## config.mk

```make
export PLATFORM = sky130hd
export DESIGN_NAME = cpce_engine
export DESIGN_NICKNAME = d
export VERILOG_FILES = /design/src/cpce_pkg.sv /design/src/cpce_divider.sv /design/src/cpce_engine.sv
export SDC_FILE = /design/constraint.sdc
export NUM_CORES = 2
export LEC_CHECK = 0
export BUFFER_PORTS_ARGS = -buffer_cell sky130_fd_sc_hd__clkbuf_2
export CORE_MARGIN = 2
export CORE_UTILIZATION = 45
export CTS_BUF_LIST = sky130_fd_sc_hd__clkbuf_4
export CTS_CLUSTER_SIZE = 20
export DETAILED_ROUTE_END_ITERATION = 16
export GPL_ROUTABILITY_DRIVEN = 0
export PLACE_DENSITY_LB_ADDON = 0.12
export SYNTH_ARGS = -nofsm -noshare
export SYNTH_HDL_FRONTEND = slang
export SYNTH_SLANG_ARGS = --single-unit
```

## constraint.sdc

```tcl
create_clock -name clock_in -period 30.1 [get_ports clock_in]
set_clock_uncertainty 0.05 [all_clocks]
set_input_delay 0 -clock clock_in [delete_from_list [all_inputs] [get_ports clock_in]]
set_output_delay 0 -clock clock_in [all_outputs]
set_load 0.02 [all_outputs]
```

## src/cpce_pkg.sv

```systemverilog
/*
 * shared constants and carrier types for the current and power engine.
 * assumes a single 50 MHz clock domain and one shared, multiplexed adc.
 */
package cpce_pkg;

  // ****************************************************************
  // widths and timing
  // ****************************************************************
  localparam int unsigned SAMPLE_W    = 16;
  localparam int unsigned CAL_W       = 15;
  localparam int unsigned CUR_W       = 32;
  localparam int unsigned PWR_W       = 48;
  localparam int unsigned AVG_MAX     = 1024;
  localparam int unsigned AVG_W       = 11;
  localparam int unsigned ACC_GUARD   = 10;
  localparam int unsigned CLK_FREQ_MHZ = 50;
  localparam int unsigned DIV_CYCLES  = 64;

  // ****************************************************************
  // reset values
  // ****************************************************************
  localparam logic [CUR_W-1:0] CUR_RESET = 32'h0000_0000;
  localparam logic [PWR_W-1:0] PWR_RESET = 48'h0000_0000_0000;

  // ****************************************************************
  // adc input select, one shared converter
  // ****************************************************************
  typedef enum logic [1:0] {
    CPCE_CH_SHUNT = 2'b00,
    CPCE_CH_BUS   = 2'b01,
    CPCE_CH_TEMP  = 2'b10
  } cpce_chan_e;

  // one finished conversion from the sequencer
  typedef struct packed {
    logic                       valid;
    cpce_chan_e                 chan;
    logic signed [SAMPLE_W-1:0] data;
  } cpce_sample_s;

  // averaged results toward the output registers
  typedef struct packed {
    logic signed [CUR_W-1:0] current;
    logic signed [PWR_W-1:0] power;
  } cpce_result_s;

endpackage

```

## src/cpce_divider.sv

```systemverilog
/*
 * sequential signed divider by an unsigned count, restoring form.
 * assumes start is a one-cycle pulse and the divisor is never zero.
 */
`timescale 1ns/10ps
module cpce_divider #(
  parameter int unsigned NUM_W = 58,
  parameter int unsigned DEN_W = 11
) (
  // clock and reset
  input  wire logic                    clock_in,
  input  wire logic                    nrst_in,
  // request
  input  wire logic                    start_in,
  input  wire logic signed [NUM_W-1:0] num_in,
  input  wire logic        [DEN_W-1:0] den_in,
  // answer
  output logic                         done_out,
  output logic signed [NUM_W-1:0]      quot_out
);
  import cpce_pkg::*;

  localparam int unsigned CNT_W = $clog2(NUM_W + 1);

  logic [NUM_W-1:0] mag_q;
  logic [NUM_W-1:0] quo_q;
  logic [DEN_W:0]   rem_q;
  logic [DEN_W-1:0] den_q;
  logic [CNT_W-1:0] cnt_q;
  logic             neg_q;
  logic             busy_q;
  logic [DEN_W:0]   trial;

  // one quotient bit per cycle, msb first
  always_comb begin
    trial = {rem_q[DEN_W-1:0], mag_q[NUM_W-1]};
  end

  // shift-subtract sequence
  always_ff @(posedge clock_in) begin
    if (!nrst_in) begin
      mag_q    <= '0;
      quo_q    <= '0;
      rem_q    <= '0;
      den_q    <= '0;
      cnt_q    <= '0;
      neg_q    <= 1'b0;
      busy_q   <= 1'b0;
      done_out <= 1'b0;
      quot_out <= '0;
    end else begin
      done_out <= 1'b0;
      if (start_in) begin
        mag_q  <= num_in[NUM_W-1] ? NUM_W'(-num_in) : num_in;
        neg_q  <= num_in[NUM_W-1];
        den_q  <= den_in;
        rem_q  <= '0;
        quo_q  <= '0;
        cnt_q  <= CNT_W'(NUM_W);
        busy_q <= 1'b1;
      end else if (busy_q) begin
        mag_q <= {mag_q[NUM_W-2:0], 1'b0};
        if (trial >= {1'b0, den_q}) begin
          rem_q <= trial - {1'b0, den_q};
          quo_q <= {quo_q[NUM_W-2:0], 1'b1};
        end else begin
          rem_q <= trial;
          quo_q <= {quo_q[NUM_W-2:0], 1'b0};
        end
        cnt_q <= cnt_q - CNT_W'(1);
        if (cnt_q == CNT_W'(1)) begin
          busy_q   <= 1'b0;
          done_out <= 1'b1;
          quot_out <= neg_q ? NUM_W'(-{quo_q[NUM_W-2:0], 1'b1 & (trial >= {1'b0, den_q})})
                            : {quo_q[NUM_W-2:0], trial >= {1'b0, den_q}};
        end
      end
    end
  end

endmodule

```

## src/cpce_engine.sv

```systemverilog
/*
 * current and power calculation engine of a power monitor.
 * assumes a conversion sequencer that drives the shared adc mux and
 * reports each finished sample; results feed spi-readable registers.
 */
// Functional notes
// - compute only after shunt and bus samples
// - power uses current with newest bus
// - zero calibration forces zero power
// - averaging above one uses accumulator
// - add each result until count reached
// - load averages into outputs when done
// - arithmetic runs beside conversions, no stall
// - one mux selects input for adc
// - one averaging count, 1 to 1024, all inputs
// - outputs hold until next complete result
`timescale 1ns/10ps
module cpce_engine #(
  parameter int unsigned AVG_LIMIT = cpce_pkg::AVG_MAX
) (
  // clock and reset
  input  wire logic                            clock_in,
  input  wire logic                            nrst_in,
  // configuration
  input  wire logic [cpce_pkg::CAL_W-1:0]      shunt_cal_in,
  input  wire logic [cpce_pkg::AVG_W-1:0]      avg_count_in,
  input  wire logic                            seq_restart_in,
  // sequencer side
  input  wire cpce_pkg::cpce_chan_e            chan_req_in,
  input  wire cpce_pkg::cpce_sample_s          sample_in,
  output cpce_pkg::cpce_chan_e                 adc_sel_out,
  // result side
  output cpce_pkg::cpce_result_s               result_out,
  output logic                                 result_upd_out,
  output logic                                 busy_out
);
  import cpce_pkg::*;

  // ****************************************************************
  // local widths
  // ****************************************************************
  localparam int unsigned ACC_CUR_W = CUR_W + ACC_GUARD;
  localparam int unsigned ACC_PWR_W = PWR_W + ACC_GUARD;
  localparam int unsigned PROD_W    = SAMPLE_W + CAL_W + 1;

  typedef enum logic [1:0] {
    CPCE_IDLE = 2'b00,
    CPCE_DIVC = 2'b01,
    CPCE_DIVP = 2'b10
  } cpce_state_e;

  // clamps the configured count into 1 .. AVG_LIMIT
  function automatic logic [AVG_W-1:0] eff_count(input logic [AVG_W-1:0] c);
    if (c == '0) begin
      eff_count = AVG_W'(1);
    end else if (c > AVG_W'(AVG_LIMIT)) begin
      eff_count = AVG_W'(AVG_LIMIT);
    end else begin
      eff_count = c;
    end
  endfunction

  logic                       shunt_seen_q;
  logic signed [SAMPLE_W-1:0] shunt_q;
  logic [AVG_W-1:0]           run_cnt;
  logic signed [ACC_CUR_W-1:0] acc_cur_q;
  logic signed [ACC_PWR_W-1:0] acc_pwr_q;
  logic [AVG_W-1:0]           done_cnt_q;
  logic [AVG_W-1:0]           count_q;
  cpce_state_e                state_q;
  logic signed [CUR_W-1:0]    cur_d;
  logic signed [PWR_W-1:0]    pwr_d;
  logic                       calc_go;
  logic                       last_go;
  logic                       div_start;
  logic signed [ACC_PWR_W-1:0] div_num;
  logic                       div_done;
  logic signed [ACC_PWR_W-1:0] div_quot;

  // ****************************************************************
  // input mux follows the sequencer, one input at a time
  // ****************************************************************
  always_ff @(posedge clock_in) begin
    if (!nrst_in) begin
      adc_sel_out <= CPCE_CH_SHUNT;
    end else begin
      adc_sel_out <= chan_req_in;
    end
  end

  // ****************************************************************
  // per-sample arithmetic
  // ****************************************************************
  // current from latched shunt, power from that current and new bus
  always_comb begin
    cur_d = CUR_W'($signed(PROD_W'(shunt_q)) * $signed({1'b0, shunt_cal_in}));
    if (shunt_cal_in == '0) begin
      pwr_d = '0;
    end else begin
      pwr_d = PWR_W'(cur_d) * PWR_W'(sample_in.data);
    end
  end

  // a bus sample after a shunt sample completes one calculation
  assign calc_go = sample_in.valid && sample_in.chan == CPCE_CH_BUS && shunt_seen_q;
  // count of this run, taken fresh at its first calculation
  assign run_cnt = (done_cnt_q == '0) ? eff_count(avg_count_in) : count_q;
  assign last_go = calc_go && (done_cnt_q + AVG_W'(1) >= run_cnt);

  // latches the shunt sample of the present sequence
  always_ff @(posedge clock_in) begin
    if (!nrst_in || seq_restart_in) begin
      shunt_seen_q <= 1'b0;
      shunt_q      <= '0;
    end else if (sample_in.valid && sample_in.chan == CPCE_CH_SHUNT) begin
      shunt_seen_q <= 1'b1;
      shunt_q      <= sample_in.data;
    end else if (calc_go) begin
      shunt_seen_q <= 1'b0;
    end
  end

  // ****************************************************************
  // accumulator, cleared at the last calculation of each averaging run
  // ****************************************************************
  always_ff @(posedge clock_in) begin
    if (!nrst_in || seq_restart_in) begin
      acc_cur_q  <= '0;
      acc_pwr_q  <= '0;
      done_cnt_q <= '0;
      count_q    <= AVG_W'(1);
    end else if (calc_go) begin
      if (done_cnt_q == '0) begin
        count_q <= eff_count(avg_count_in);
      end
      if (last_go) begin
        acc_cur_q  <= '0;
        acc_pwr_q  <= '0;
        done_cnt_q <= '0;
      end else begin
        acc_cur_q  <= acc_cur_q + ACC_CUR_W'(cur_d);
        acc_pwr_q  <= acc_pwr_q + ACC_PWR_W'(pwr_d);
        done_cnt_q <= done_cnt_q + AVG_W'(1);
      end
    end
  end

  // ****************************************************************
  // averaging divide runs in the background, no sequencer stall
  // ****************************************************************
  logic signed [ACC_CUR_W-1:0] sum_cur_q;
  logic signed [ACC_PWR_W-1:0] sum_pwr_q;
  logic [AVG_W-1:0]            div_den_q;
  logic signed [CUR_W-1:0]     avg_cur_q;

  // captures final sums when the run completes
  always_ff @(posedge clock_in) begin
    if (!nrst_in) begin
      sum_cur_q <= '0;
      sum_pwr_q <= '0;
      div_den_q <= AVG_W'(1);
    end else if (last_go && state_q == CPCE_IDLE) begin
      sum_cur_q <= acc_cur_q + ACC_CUR_W'(cur_d);
      sum_pwr_q <= acc_pwr_q + ACC_PWR_W'(pwr_d);
      div_den_q <= run_cnt;
    end
  end

  // divider sequencing: current first, then power
  always_ff @(posedge clock_in) begin
    if (!nrst_in) begin
      state_q        <= CPCE_IDLE;
      avg_cur_q      <= CUR_RESET;
      result_out     <= '{current: CUR_RESET, power: PWR_RESET};
      result_upd_out <= 1'b0;
      busy_out       <= 1'b0;
      div_start      <= 1'b0;
    end else begin
      result_upd_out <= 1'b0;
      div_start      <= 1'b0;
      unique case (state_q)
        CPCE_IDLE: begin
          if (last_go) begin
            state_q   <= CPCE_DIVC;
            div_start <= 1'b1;
            busy_out  <= 1'b1;
          end
        end
        CPCE_DIVC: begin
          if (div_done) begin
            avg_cur_q <= CUR_W'(div_quot);
            state_q   <= CPCE_DIVP;
            div_start <= 1'b1;
          end
        end
        CPCE_DIVP: begin
          if (div_done) begin
            result_out.current <= avg_cur_q;
            result_out.power   <= PWR_W'(div_quot);
            result_upd_out     <= 1'b1;
            busy_out           <= 1'b0;
            state_q            <= CPCE_IDLE;
          end
        end
        default: begin
          state_q <= CPCE_IDLE;
        end
      endcase
    end
  end

  assign div_num = (state_q == CPCE_DIVP) ? sum_pwr_q : ACC_PWR_W'(sum_cur_q);

  cpce_divider #(
    .NUM_W (ACC_PWR_W),
    .DEN_W (AVG_W)
  ) u_div (
    .clock_in (clock_in),
    .nrst_in  (nrst_in),
    .start_in (div_start),
    .num_in   (div_num),
    .den_in   (div_den_q),
    .done_out (div_done),
    .quot_out (div_quot)
  );

endmodule

```

==> impl_summary.md <==
Global routing
The number of antenna violations at the first check in global routing is 3. For this run the aggregate overflow at the end of global routing stands at 0. Entering global routing, the biggest net connects 102 pins. The global router's overall resource usage is 0.246. The number of global-route vias before repair was ~46,000. The first global-routing pass estimated roughly 250 mm of wire.

Yosys
The share of the Yosys chip area taken by registers is 0.200. The average instance area after synthesis is between 8 and 9 um2. For this run, asynchronously set or reset flops after synthesis account for 0. The number of flops mapped to enable cells by yosys is 0. The most frequently used flop master after synthesis is sky130_fd_sc_hd__dfxtp_1. The number of flip-flops and latches in the synthesized netlist is 553. The count of warnings emitted by yosys is 0. The synthesized netlist occupies a cell area of 55,400 um2. In this run, distinct cell masters in the synthesized netlist total 80. The number of nets in the synthesized netlist is ~7,700. Synthesis handed over a netlist of between 6,000 and 7,000 instances.

Clocking
The number of hold-repair buffers added at the cts stage is between 80 and 90. Clock-pin slew was measured on the worst setup and hold paths at roughly 0.080 ns. In this run, post-CTS repair resized a total of 0 instances. At the later pin of the worst-skew pair, clock insertion delay measures around 1.1 ns. TritonCTS built the clock tree. The post-CTS setup repair buffer count is 0. No sink is reached through more buffers than the 3 on the longest clock path.

The number of clock buffers added by TritonCTS is roughly 160. The cell chosen for the clock root is sky130_fd_sc_hd__clkbuf_4. Counting every sink on the clock net gives between 500 and 600. The number of levels the H-tree was split into is 4.

Detailed routing
The post-detailed-route DRC marker count is 0. The final antenna-violating net count is 0. The number of detailed-route iterations in the first pass is 5.

The first routing iteration left about 2,700 violations. The detailed router placed roughly 45,000 vias in this run. The total length of routed wires is between 150 and 200 mm. Dividing the detail-routed via count by the number of cells gives approximately 5.3. Dividing the detail-routed wire length by the instance count gives 18.0 um.

Min path
In this run the worst hold path is classified as in -> reg. The startpoint of the tightest hold check path is sample_in[18]. The worst hold path was traced through 6 stages. The worst hold path terminates at acc_pwr_q[11].

Finish
The share of post-route cells with drive strength above 1 is 0.0765. In the layout the commonest cells are sky130_fd_sc_hd__nand2_1, sky130_fd_sc_hd__inv_1, sky130_fd_sc_hd__fa_1. Leaving out filler cells and counting taps, the final layout contains ~8,500. Relative to the synthesized area, the layout overhead comes to 9.04%. The fill cell instance count of the final layout is roughly 12,000. The finished cells cover approximately 60,000 um2. The most common library cell in the layout ignoring fill and taps is sky130_fd_sc_hd__nand2_1. In the final design database the tool counted a little under 8,000 nets. Once layout is complete, the utilization of the core stands at 0.495.

Setup path
The worst register-to-register path ends at sum_pwr_q[56]. The critical path in this run is classified as reg -> reg. The worst reg-to-reg path cell count is 57. Along the worst path, the maximum fanout reaches 17. In this run the register-to-register setup slack is about 14 ns.

The number of buffers and inverters on the critical path is 8. The most used cell along the critical path is sky130_fd_sc_hd__fa_1. The family with the most delay on the worst path is adder cells. The worst setup path is launched from a flop. The arrival time at the worst endpoint is roughly 17 ns. In this design, the stage delay of the slowest critical-path cell is just under 0.7 ns. Counting buffers and inverters, the worst setup path is 57 cells deep. The worst register-to-register path begins at shunt_q[6]. STA puts the critical path data required time at between 30 and 40 ns.

The critical path's slowest cell is sky130_fd_sc_hd__dfxtp_1. The kind of end point of the critical path is a flop.

Timing
At the pin with the least slew margin, the transition time is 1.13 ns. The number of setup violations in the final report is 0. Timing would allow up to ~63 MHz. The relative max-transition margin is 0.249.

The final-report hold violation count is 0. The max-slew violation total from the final report was 0. The smallest clock period supported by the final layout is computed as ~16 ns. Setup repair after global routing left no endpoint under its margin. Dividing the final minimum period by the clock period gives 0.527. The summed negative setup slack over all endpoints is 0 ns.

Run
The number of maximum-capacitance violations is 0.

Power
For this design the static power due to leakage is between 20 and 30 nW. The internal power contribution is 2.49 mW. The sequential group share of total power is 0.144.

The worst vdd rail ir drop is around 0.13 mV. Of the total power, the share spent switching nets is 0.512. The clock network power share is 0.140. The power share of the combinational group is 0.716. The total power density per cell area is between 80 and 90 nW/um2. In this run the power spent charging and discharging nets is around 2.6 mW.

Floorplan
The die covers approximately 130,000 um2. approximately 130 I/O pins were placed. The initial core utilization is 0.454. After floorplanning, the core was sized to cover around 120,000 um2.

The die height is ~350 um. The floorplan has roughly 130 rows. The floorplan step set the die width to roughly 350 um.

Placement
The count of buffers added on input and output ports is about 130. The placed cell count is 8,104. The placed instance area is approximately 58,000 um2. The HPWL after detailed placement is roughly 110 mm.

Run status
The flow ran to the end, and the final reports show no timing, DRC or antenna violations.
-- registers in the layout (all words and copies together) (netlist names), 16 cells and up --
| name | count |
|---|---|
| acc_cur_q | 42 |
| acc_pwr_q | 58 |
| avg_cur_q | 32 |
| result_out | 80 |
| shunt_q | 16 |
| sum_cur_q | 42 |
| sum_pwr_q | 58 |
| u_div.mag_q | 58 |
| u_div.quo_q | 47 |
| u_div.quot_out | 48 |
-- power by group through the flow --
stage / Combinational, mW / Sequential [mW] / Clock, mW
after floorplan: 2.70 / 0.750 / 0
after global placement: 3.56 / 0.751 / 0
after detailed placement: 3.58 / 0.751 / 0
after CTS: 3.61 / 0.735 / 0.741
after global routing: 4.07 / 0.735 / 0.780
final: 3.65 / 0.735 / 0.714
-- per-layer routing --
layer	GRT usage	vias to the layer above	share of wire
met5	0	-	0
met4	0.0751	0	0.024
met3	0.0312	220	0.045
met2	0.422	981	0.48
met1	0.323	22100	0.45
li1	-	21500	-
-- worst register-to-register path: cells and delay by family (launching register included) --
kind,cells,cell delay (ns)
AO/OA/AOI/OAI,20,4.61
adder cells (fa/ha/maj),15,7.01
AND/OR/NAND/NOR,12,2.36
XOR/XNOR,2,0.27
buffers and inverters,8,0.66
flip-flops,1,0.69
-- cell type report --
cell class / instances / area, um2 / area share
antenna: 9 / 22.5 / 0.000373
clock buffer: 222 / 1670 / 0.0276
clock inverter: 56 / 349 / 0.00577
inverter: 923 / 3470 / 0.0574
multi-input combinational: 4796 / 39800 / 0.658
sequential: 553 / 11100 / 0.183
tap: 1625 / 2030 / 0.0336
timing repair buffer: 291 / 2080 / 0.0344
-- cell usage after synthesis, drive strengths merged, types with 8 or more instances --
master,count,area share
o22a,8,0.0013
dfxtp,553,0.20
clkbuf,324,0.022
nand2,1062,0.072
a22o,17,0.0027
o31ai,28,0.0038
and2,302,0.034
fa,735,0.27
a22oi,17,0.0023
nand3,116,0.010
inv,922,0.062
a211oi,151,0.020
o211ai,16,0.0023
o21a,29,0.0039
ha,312,0.070
nor3b,8,0.0011
a21oi,459,0.042
xnor2,164,0.026
xor2,125,0.020
nand2b,48,0.0054
buf,28,0.0022
nor2,385,0.026
o22ai,11,0.0012
or3,39,0.0045
or2,12,0.0014
nand3b,10,0.0014
nor4,22,0.0025
nor3,73,0.0066
o21ai,149,0.013
a31oi,22,0.0025
a21o,89,0.012
or4,14,0.0020
o21bai,23,0.0031
nand4,23,0.0026
mux2i,128,0.023
nor2b,62,0.0070
and3,37,0.0042
-- how the worst max path moves through the flow --
stage	start	end	slack, ns
2_1_floorplan	shunt_q[10]	acc_pwr_q[56]	15.65
3_3_place_gp	shunt_q[10]	acc_pwr_q[56]	14.54
3_5_place_dp	shunt_q[10]	sum_pwr_q[56]	14.38
4_1_cts	shunt_q[10]	sum_pwr_q[56]	14.30
5_1_grt	shunt_q[8]	sum_pwr_q[56]	13.30
6_report	shunt_q[6]	sum_pwr_q[56]	14.25
-- per-stage QoR --
stage                     setup WS [ns]  hold WS [ns]  power (mW)
after floorplan                   15.65        0.0773        3.45
after global placement            14.54         0.165        4.31
after detailed placement          14.38         0.168        4.33
after CTS                         14.30       0.00761        5.09
after global routing              13.30        0.0894        5.59
final                             14.25         0.159        5.10
-- kinds of logic after synthesis --
family	count (synthesis)	synth area share
AND/OR/NAND/NOR	2233	0.185
buffers and inverters	1275	0.0866
AO/OA/AOI/OAI	1095	0.124
adder cells (fa/ha/maj)	1047	0.336
flip-flops	553	0.200
XOR/XNOR	289	0.0457
multiplexers	132	0.0239
No activity file was read; power rests on OpenSTA's default activity.
